<file path="src/hdl/board_sys_regs.vh">
`ifndef BOARD_SYS_REGS_VH
`define BOARD_SYS_REGS_VH

// Register byte offsets on the peripheral bus.
`define OFS_LAMP 12'h008
`define OFS_SLOW 12'h024
`define OFS_VFLAG 12'h030
`define OFS_VFLAG_CLR 12'h034
`define OFS_PFLAG 12'h038
`define OFS_PFLAG_CLR 12'h03C
`define OFS_CFGSW 12'h058
`define OFS_REF 12'h05C
`define OFS_MISC 12'h060

// Field positions.
`define LAMP_MSB 7
`define CFGSW_MSB 7
`define MISC_EVENT_BIT 19
`define MISC_PRESENT_BIT 13

// Reset values.
`define LAMP_RST 8'h00
`define FLAG_RST 32'h00000000
`define COUNT_RST 32'h00000000

// Timing: rates in Hz, cycle figures derived from them.
`define SYS_CLK_HZ 250000000
`define REF_CLK_HZ 24000000
`define SLOW_TICK_HZ 100
`define REF_PER_SLOW (`REF_CLK_HZ / `SLOW_TICK_HZ)
// Phase step and modulus of the reference-rate accumulator, in MHz.
`define REF_STEP 9'h018
`define REF_MOD 9'h0FA

`endif

</file>
<file path="src/hdl/rate_divider.v">
`include "board_sys_regs.vh"

module rate_divider #(
    parameter REF_PER_SLOW = `REF_PER_SLOW
) (
    clk,
    rst_b,
    ref_tick,
    slow_tick
);
    input wire clk;
    input wire rst_b;
    output reg ref_tick;
    output reg slow_tick;

    reg [8:0] phase_ff;
    reg [31:0] slow_cnt_ff;
    wire [8:0] nxt_phase;
    wire phase_wrap;

    // A phase accumulator gives exactly 24 pulses per 250 clock cycles, so the long-run
    // rate is exact; the cost is a jitter of one system cycle between pulses.
    assign nxt_phase = phase_ff + `REF_STEP;
    assign phase_wrap = (nxt_phase >= `REF_MOD);

    always @(posedge clk) begin
        if (!rst_b) begin
            phase_ff <= 9'h000;
            slow_cnt_ff <= 32'h00000000;
            ref_tick <= 1'b0;
            slow_tick <= 1'b0;
        end else begin
            phase_ff <= phase_wrap ? (nxt_phase - `REF_MOD) : nxt_phase;
            ref_tick <= phase_wrap;
            slow_tick <= 1'b0;
            if (phase_wrap) begin
                if (slow_cnt_ff == REF_PER_SLOW - 1) begin
                    slow_cnt_ff <= 32'h00000000;
                    slow_tick <= 1'b1;
                end else begin
                    slow_cnt_ff <= slow_cnt_ff + 32'h00000001;
                end
            end
        end
    end
endmodule // rate_divider

</file>
<file path="src/hdl/flag_bank.v">
module flag_bank (
    clk,
    clear_n,
    set_we,
    clr_we,
    wdata,
    flags
);
    input wire clk;
    input wire clear_n;
    input wire set_we;
    input wire clr_we;
    input wire [31:0] wdata;
    output reg [31:0] flags;

    // Set and clear ports sit at different addresses, so both strobes never meet;
    // set is still given priority should they ever coincide.
    always @(posedge clk) begin
        if (!clear_n) begin
            flags <= 32'h00000000;
        end else if (set_we) begin
            flags <= flags | wdata;
        end else if (clr_we) begin
            flags <= flags & ~wdata;
        end
    end
endmodule // flag_bank

</file>
<file path="src/hdl/board_system_register_slice.v">
// Function
// - Eight read-write lamp bits; one lights a lamp, zero turns it off.
// - All lamp bits clear to off on reset.
// - A 32-bit counter advances at 100 Hz, timed from the 24 MHz reference.
// - The 100 Hz counter is read-only and counts ticks since board reset.
// - Two 32-bit flag registers with software-defined meanings.
// - Flag registers read their state and change only via set and clear ports.
// - Writing ones to a set port sets those flags; zeros leave them.
// - Writing ones to a clear port clears those flags; zeros leave them.
// - The volatile flags are cleared by the board reset.
// - The persistent flags survive board reset; only power-on reset clears them.
// - On reset the eight soft switch bits load the configured value.
// - Soft switch bits are for software only, never used to configure anything.
// - A 32-bit counter advances once per 24 MHz reference cycle.
// - The 24 MHz counter is read-only; writes do not change it.
// - Board reset zeroes the 24 MHz counter, which then counts on.
// - Misc bit 19 is read-write and drives the daughterboard event output.
// - Misc bit 13 is read-only and shows whether a daughterboard is fitted.
`include "board_sys_regs.vh"

module board_system_register_slice #(
    parameter REF_PER_SLOW = `REF_PER_SLOW
) (
    clk,
    rst_b,
    power_on_reset_n,
    psel,
    penable,
    pwrite,
    paddr,
    pwdata,
    prdata,
    pready,
    pslverr,
    configured_switch_value,
    daughterboard_present,
    user_lamp_bits,
    software_event_out
);
    input wire clk;
    input wire rst_b;
    input wire power_on_reset_n;
    input wire psel;
    input wire penable;
    input wire pwrite;
    input wire [11:0] paddr;
    input wire [31:0] pwdata;
    output reg [31:0] prdata;
    output wire pready;
    output reg pslverr;
    input wire [7:0] configured_switch_value;
    input wire daughterboard_present;
    output wire [7:0] user_lamp_bits;
    output wire software_event_out;

    ////////////////////////////////////////////////////////////////////////////////
    // Address decode.

    function is_mapped;
        input [11:0] a;
        begin
            case (a)
                `OFS_LAMP, `OFS_SLOW, `OFS_VFLAG, `OFS_VFLAG_CLR, `OFS_PFLAG,
                `OFS_PFLAG_CLR, `OFS_CFGSW, `OFS_REF, `OFS_MISC: is_mapped = 1'b1;
                default: is_mapped = 1'b0;
            endcase
        end
    endfunction

    wire setup_phase;
    wire wr_access;

    // Registers update on the access phase; reads are prepared in setup so that the
    // data comes straight from flip-flops with no wait state.
    assign setup_phase = psel & ~penable;
    assign wr_access = psel & penable & pwrite;
    assign pready = 1'b1;

    ////////////////////////////////////////////////////////////////////////////////
    // Storage.

    reg [7:0] lamp_ff;
    reg [7:0] cfgsw_ff;
    reg event_ff;
    reg [31:0] slow_count_ff;
    reg [31:0] ref_count_ff;
    reg present_meta_ff;
    reg present_ff;
    reg [7:0] strap_meta_ff;
    reg [7:0] strap_sync_ff;
    wire ref_tick;
    wire slow_tick;
    wire [31:0] vflags;
    wire [31:0] pflags;
    wire vflag_clear_n;

    assign user_lamp_bits = lamp_ff;
    assign software_event_out = event_ff;

    always @(posedge clk) begin
        present_meta_ff <= daughterboard_present;
        present_ff <= present_meta_ff;
    end

    // The strap comes from outside this clock domain, so it passes two flops first.
    // Reset must therefore be held for at least three edges to load a settled value.
    always @(posedge clk) begin
        strap_meta_ff <= configured_switch_value;
        strap_sync_ff <= strap_meta_ff;
    end

    always @(posedge clk) begin
        if (!rst_b) begin
            lamp_ff <= `LAMP_RST;
            // The synchronised strap is caught by this clocked load during reset. The
            // value is held only for software; nothing in this block acts on it.
            cfgsw_ff <= strap_sync_ff;
            event_ff <= 1'b0;
        end else if (wr_access) begin
            // Only the defined bits are stored; reserved write data is dropped.
            if (paddr == `OFS_LAMP) begin
                lamp_ff <= pwdata[`LAMP_MSB:0];
            end
            if (paddr == `OFS_CFGSW) begin
                cfgsw_ff <= pwdata[`CFGSW_MSB:0];
            end
            if (paddr == `OFS_MISC) begin
                event_ff <= pwdata[`MISC_EVENT_BIT];
            end
        end
    end

    // Counters ignore every bus write and wrap naturally.
    always @(posedge clk) begin
        if (!rst_b) begin
            slow_count_ff <= `COUNT_RST;
            ref_count_ff <= `COUNT_RST;
        end else begin
            if (slow_tick) begin
                slow_count_ff <= slow_count_ff + 32'h00000001;
            end
            if (ref_tick) begin
                ref_count_ff <= ref_count_ff + 32'h00000001;
            end
        end
    end

    rate_divider #(
        .REF_PER_SLOW(REF_PER_SLOW)
    ) u_rate (
        .clk(clk),
        .rst_b(rst_b),
        .ref_tick(ref_tick),
        .slow_tick(slow_tick)
    );

    ////////////////////////////////////////////////////////////////////////////////
    // Flag banks.

    // Power-on reset implies a board reset, so it clears the volatile bank too.
    assign vflag_clear_n = rst_b & power_on_reset_n;

    flag_bank u_vflag (
        .clk(clk),
        .clear_n(vflag_clear_n),
        .set_we(wr_access & (paddr == `OFS_VFLAG)),
        .clr_we(wr_access & (paddr == `OFS_VFLAG_CLR)),
        .wdata(pwdata),
        .flags(vflags)
    );

    flag_bank u_pflag (
        .clk(clk),
        .clear_n(power_on_reset_n),
        .set_we(wr_access & (paddr == `OFS_PFLAG)),
        .clr_we(wr_access & (paddr == `OFS_PFLAG_CLR)),
        .wdata(pwdata),
        .flags(pflags)
    );

    ////////////////////////////////////////////////////////////////////////////////
    // Read path.

    reg [31:0] rd_mux;

    always @* begin
        rd_mux = 32'h00000000;
        case (paddr)
            `OFS_LAMP: rd_mux[`LAMP_MSB:0] = lamp_ff;
            `OFS_SLOW: rd_mux = slow_count_ff;
            `OFS_VFLAG: rd_mux = vflags;
            `OFS_PFLAG: rd_mux = pflags;
            `OFS_CFGSW: rd_mux[`CFGSW_MSB:0] = cfgsw_ff;
            `OFS_REF: rd_mux = ref_count_ff;
            `OFS_MISC: begin
                rd_mux[`MISC_EVENT_BIT] = event_ff;
                rd_mux[`MISC_PRESENT_BIT] = present_ff;
            end
            default: rd_mux = 32'h00000000;
        endcase
    end

    always @(posedge clk) begin
        if (!rst_b) begin
            prdata <= 32'h00000000;
            pslverr <= 1'b0;
        end else if (setup_phase) begin
            prdata <= pwrite ? 32'h00000000 : rd_mux;
            pslverr <= ~is_mapped(paddr);
        end
    end
endmodule // board_system_register_slice

</file>
<file path="config.mk">
export PLATFORM = sky130hd
export DESIGN_NAME = board_system_register_slice
export DESIGN_NICKNAME = d
export VERILOG_FILES = /design/src/hdl/rate_divider.v /design/src/hdl/flag_bank.v /design/src/hdl/board_system_register_slice.v
export VERILOG_INCLUDE_DIRS = /design/src /design/src/hdl
export SDC_FILE = /design/constraint.sdc
export NUM_CORES = 1
export LEC_CHECK = 0
export ABC_AREA = 1
export BUFFER_PORTS_ARGS = -buffer_cell sky130_fd_sc_hd__buf_4
export CAP_MARGIN = 40
export CORE_UTILIZATION = 48
export CTS_BUF_LIST = sky130_fd_sc_hd__clkbuf_8
export CTS_CLUSTER_DIAMETER = 60
export CTS_CLUSTER_SIZE = 8
export DETAILED_ROUTE_END_ITERATION = 12
export MAX_ROUTING_LAYER = met4
export PLACE_DENSITY = 0.76
export SLEW_MARGIN = 0
export SYNTH_ARGS = -nofsm -noshare
export SYNTH_HDL_FRONTEND = slang
export SYNTH_SLANG_ARGS = --single-unit
</file>
<file path="constraint.sdc">
create_clock -name clk -period 4.3 [get_ports clk]
set_input_delay 0.215 -clock clk [delete_from_list [all_inputs] [get_ports clk]]
set_output_delay 0.215 -clock clk [all_outputs]
set_load 0.02 [all_outputs]
</file>
### After elaboration in Yosys (flattened, before gate mapping)

Index checks and enable logic that the tools add are counted.

* register bits: 239
* bits of input ports: 59
* output and inout port bits: 43
* logic and storage cells: 77

* add/sub/neg operators: 5
* magnitude comparators: 1
* equality and inequality tests: 12
* muxes and demuxes: 20
* bitwise gates (word level): 15
* reduce and logical (&&, ||, !) cells: 7

Operators by type and width (number)
* 32-bit two-way mux: 6
* 32-bit by 1-bit adder with 32-bit output, second input constant: 3
* 32-bit AND: 2
* 32-bit bitwise OR: 2
* 12-bit by 6-bit == test with 1-bit output, second input constant: 5
* 12-bit case mux with 4 select lines: 1
* 8-bit case mux with 6 select lines: 1
* 5-bit case mux with 4 select lines: 2
* 12-bit by 7-bit == test with 1-bit output, second input constant: 3
* 32-bit by 18-bit == test with 1-bit output, second input constant: 1
* 32-bit inverter: 1
* 8-bit two-way mux: 3
* 12-bit by 4-bit == test with 1-bit output, second input constant: 1
* 1-bit case mux with 5 select lines: 2
* 9-bit by 5-bit adder with 9-bit output, second input constant: 1
* 9-bit by 8-bit greater-or-equal comparator with 1-bit output, second input constant: 1
* 9-bit two-way mux: 1
* 9-bit OR reduction: 1
* 9-bit by 8-bit subtractor with 9-bit output, second input constant: 1
* 1-bit AND: 8
* 2-bit AND reduction: 4
* 1-bit two-way mux: 4
* 2-bit by 1-bit != test with 1-bit output, second input constant: 2
* 2-bit nonzero test: 2
* 1-bit inverter: 2

### Depth between registers and ports, before layout

* depth after elaboration: 6
* gate-level depth with buffers: 13
* gate-level depth less buffers: 12

### Cells and area by module

Synthesis repeated with hierarchy kept, for this count alone.

* cells, all modules: 1871
* area total of the unflattened synthesis: 12552.0 um2

By module, submodules not included
* board_system_register_slice: times used 1, cells each 1069, area an instance 7081.8 um2, seq. area each 2722.6 um2
* rate_divider: times used 1, cells each 462, area an instance 2772.7 um2, seq. area each 840.8 um2
* flag_bank: times used 2, cells each 170, area an instance 1348.8 um2, seq. area each 640.6 um2

### Worst setup path after synthesis

Ideal clock, no wire load.

* kind: register to register
* from: reg u_rate.slow_cnt_ff[0]
* to: reg u_rate.slow_cnt_ff[11]
* library setup time: 0.137 ns
* data arrival time: 1.507 ns
* data required time: 4.163 ns
* path slack: 2.657 ns
* cell stages (with the launch flop): 11
* path buffers: 0
* clock period less this slack: 1.643 ns
* cell sequence: dfxtp_1 > ha_1 > nand3_1 > inv_1 > nand2_1 > nor2_1 > nand2_1 > inv_1 > nor2_1 > nand2_1 > a21oi_1

* longest elaborated chain between the ends: 2
* elaborated cells between the ends (all ways): 3
* classes of those cells: add/sub: 1; eq/ne: 1; mux: 1

Ends and longest elaborated chain
* from (decl): RTL line rate_divider.v:17 `reg [31:0] slow_cnt_ff;`
* from (signal assigned): RTL line rate_divider.v:41 `slow_cnt_ff <= slow_cnt_ff + 32'h00000001;`
* 32-bit by 1-bit adder with 32-bit output or 32-bit by 18-bit == test with 1-bit output (tied branches): RTL line rate_divider.v:41, rate_divider.v:37
* 32-bit two-way mux (*): RTL line rate_divider.v:37 `if (slow_cnt_ff == REF_PER_SLOW - 1) begin`

Mark *: on every way between the ends. The rest lies on a longest branch, timed or not.
A chain may end at the register's enable or synchronous reset.

### Worst setup path in the final report

Same ends and word-level chain as after synthesis.

==> summary.txt <==
sequential fraction of design power - 53.7%
Async S/R FF share, synth - 0%
syn_nets - 1890
worst slew pin tran - 0.9101 ns
Die Span Y - 161.2 um
count of port buffers added during placement - 100
Worst R2R End - u_rate.slow_cnt_ff[11]
post-synthesis cell count - 1825
Setup crit start kind - register
CP required - 4.70 ns
Routed Antenna Nets - 0
crit path from - u_rate.slow_cnt_ff[0]
core area - 24600 um^2
Rel. slew slack - 39.10%
routability cong. - 0.9358
R2R Path Start - u_rate.slow_cnt_ff[0]
final hold violation count - 0
crit-path cells - ha_1 -> nand3_1 -> inv_1 -> nand2_1 -> nor2_1 -> nand2_1 -> inv_1 -> nor2_1 -> nand2_1 -> a21oi_1
Antenna Cells - 0
# setup viols final - 0
Worst-path clk slew - 0.07 ns
die area - 25980 um^2
nets@finish - 2007
min cycle time layout - 2.203 ns
CP max FO - 8
Syn Area/Cell - 6.665 um^2
Setup Crit Path Kind - register to register
first-pass GRT wire length - 57.65 mm
Routed WL per cell - 15.59 um
Crit path arrival time - 2.60 ns
Pleak - 5.402 nW
htree depth - 2
Hold Path Depth - 3
Yosys cell types - 42
Netlist Area Pre-Place - 12160 um^2
CP max stage cell - dfxtp_1
# IOs - 102
yosys warns - 0
initial antenna violation count - 0
Clock Power Share - 40.8%
outcome - finished clean
final max-slew violation count - 0
# resized after CTS - 0
pin count of the biggest net entering global routing - 70
CTS Buf Count - 36
total gr overflow - 0
post-route setup TNS - 0 ns
CTS max path bufs - 3
Die W - 161.2 um
sw power - 0.001033 W
drt total wl - 35.48 mm
Max stage delay on crit path - 0.42 ns
DP Wirelength - 24.89 mm
unrepaired setup endpoints after global routing - no
switch share - 24.69%
layout cell share with drive strength beyond 1 - 11.89%
initial core utilization - 49.44%
PD cells - 296.2 nW/um^2
total track usage - 28.08%
Max-Cap Viols - 0
Rows - 57
WHS - 0.04749 ns
Top cell by count, worst path - nand2_1
main flop type after synthesis - dfxtp_1
Yosys reg bits - 238
CTS tree - done
Pre-antenna DRT Iters - 8
Vias/cell - 5.430
# DRC - 0
Post-synth EDFFs - 8
Final Skew - 0.02201 ns
critical path capture point type - register
flop2flop setup slack - 2.10 ns
period utilization - 51.23%
Worst R2R Path Depth - 10
Power Internal - 0.003152 W
vias in the first global route - 11.43k
clock latency on the worst-skew pair - 0.55 ns
clock net sink count - 238
Worst VDD drop - 255.7 uV
combinational cell fraction of total power - 5.5%
synthesis-to-finish area growth - 16.14%
Min-Delay Path Class - primary input to register
Root Buffer - clkbuf_8
vias post-DR - 12.36k
Hold Path Sink - pslverr
register area share after synthesis - 39.83%
hold path startpoint - penable
FMAX - 454.0 MHz
Initial DRC Count - 953
synth_stat cells, drive strengths merged (2+ instances only):
library cell / count / area share, %
nand2: 447 / 14
dfxtp: 230 / 38
nor2: 203 / 6.6
nand3: 196 / 8.8
inv: 192 / 5.9
a21oi: 174 / 7.7
o21ai: 156 / 6.4
nand4: 47 / 2.4
clkbuf: 42 / 1.3
nor3: 40 / 1.8
buf: 38 / 1.9
xnor2: 9 / 0.65
xor2: 9 / 0.65
edfxtp: 8 / 2.0
ha: 6 / 0.62
o21a: 6 / 0.37
nor3b: 4 / 0.25
nor4: 4 / 0.21
or2: 3 / 0.15
a31oi: 2 / 0.10
and3: 2 / 0.10
routing by layer:
layer / global-route usage [%] / routed length, um / vias to the layer above
met4: 7.933 / 737 / 0
met5: - / 0 / -
met3: 3.441 / 2391 / 57
met1: 36.28 / 15430 / 5673
met2: 46.14 / 16920 / 436
li1: - / - / 6192
cell type report:
class / count / area, um^2
fill: 2343 / 10480
tap: 324 / 405.4
clock buffer: 39 / 536.8
inverter: 193 / 725.7
clock inverter: 9 / 51.30
sequential: 238 / 4845
multi-input combinational: 1314 / 6227
timing repair buffer: 159 / 1336
power by group through the flow:
stage / Sequential, W / Clock (W) / Combinational (W)
2_1_floorplan: 0.00229 / 0 / 0.000107
3_3_place_gp: 0.00229 / 0 / 0.000191
3_5_place_dp: 0.00230 / 0 / 0.000199
4_1_cts: 0.00225 / 0.00174 / 0.000229
5_1_grt: 0.00225 / 0.00185 / 0.000253
6_report: 0.00225 / 0.00171 / 0.000231
what timing repair did:
| item | 4_1_cts | 5_1_grt |
|---|---|---|
| hold buffers | 41 | 0 |
| endpoints found under the hold margin | 80 | 0 |
| buffers inserted | 0 | 0 |
critical path, delay by kind of cell, from the launching register on:
kind,cells,cell delay [ns]
compound gates,1,0.06
fa+ha+maj,1,0.36
buf+inv,2,0.44
flops,1,0.42
simple gates,6,0.79
cell families after synthesis:
kind of cell | Yosys count | synth area share [%]
compound gates | 341 | 14.82
flops | 238 | 39.83
simple gates | 948 | 34.26
buf+inv | 273 | 9.144
other cells | 1 | 0.03083
xor+xnor | 18 | 1.296
fa+ha+maj | 6 | 0.6171
per-stage QoR:
stage / area [um^2] / setup slack [ns] / power, W / utilization (%) / std cells
after floorplan: 12160 / 2.657 / 0.002400 / - / 1825
after global placement: 13070 / 1.752 / 0.002486 / 53.10 / 2184
after detailed placement: 13130 / 1.664 / 0.002494 / 53.36 / 2187
after CTS: 14130 / 2.096 / 0.004215 / 57.42 / 2276
after global routing: 14130 / 1.792 / 0.004346 / 57.42 / 2276
final: 14130 / 2.097 / 0.004185 / 57.42 / 2276
worst max path at each step:
stage | to | slack (ns) | cells past startpoint
after detailed placement | prdata[29] | 1.66 | 8
after global routing | prdata[15] | 1.79 | 8
after CTS | u_rate.slow_cnt_ff[11] | 2.10 | 10
final | u_rate.slow_cnt_ff[11] | 2.10 | 10
after global placement | register | 1.75 | 9
after floorplan | u_rate.slow_cnt_ff[11] | 2.66 | 10
cells in the final DEF (no fill, tap or decap), drive strengths merged, types with 8 or more instances in the layout:
cell / instances
o21ai: 156
nand4: 47
dlygate4sd3: 41
xnor2: 9
inv: 198
nand3: 196
edfxtp: 8
nor3: 40
nor2: 203
a21oi: 174
clkbuf: 39
dfxtp: 230
nand2: 447
buf: 118
xor2: 9
No activity file was read; power rests on OpenSTA's default activity.
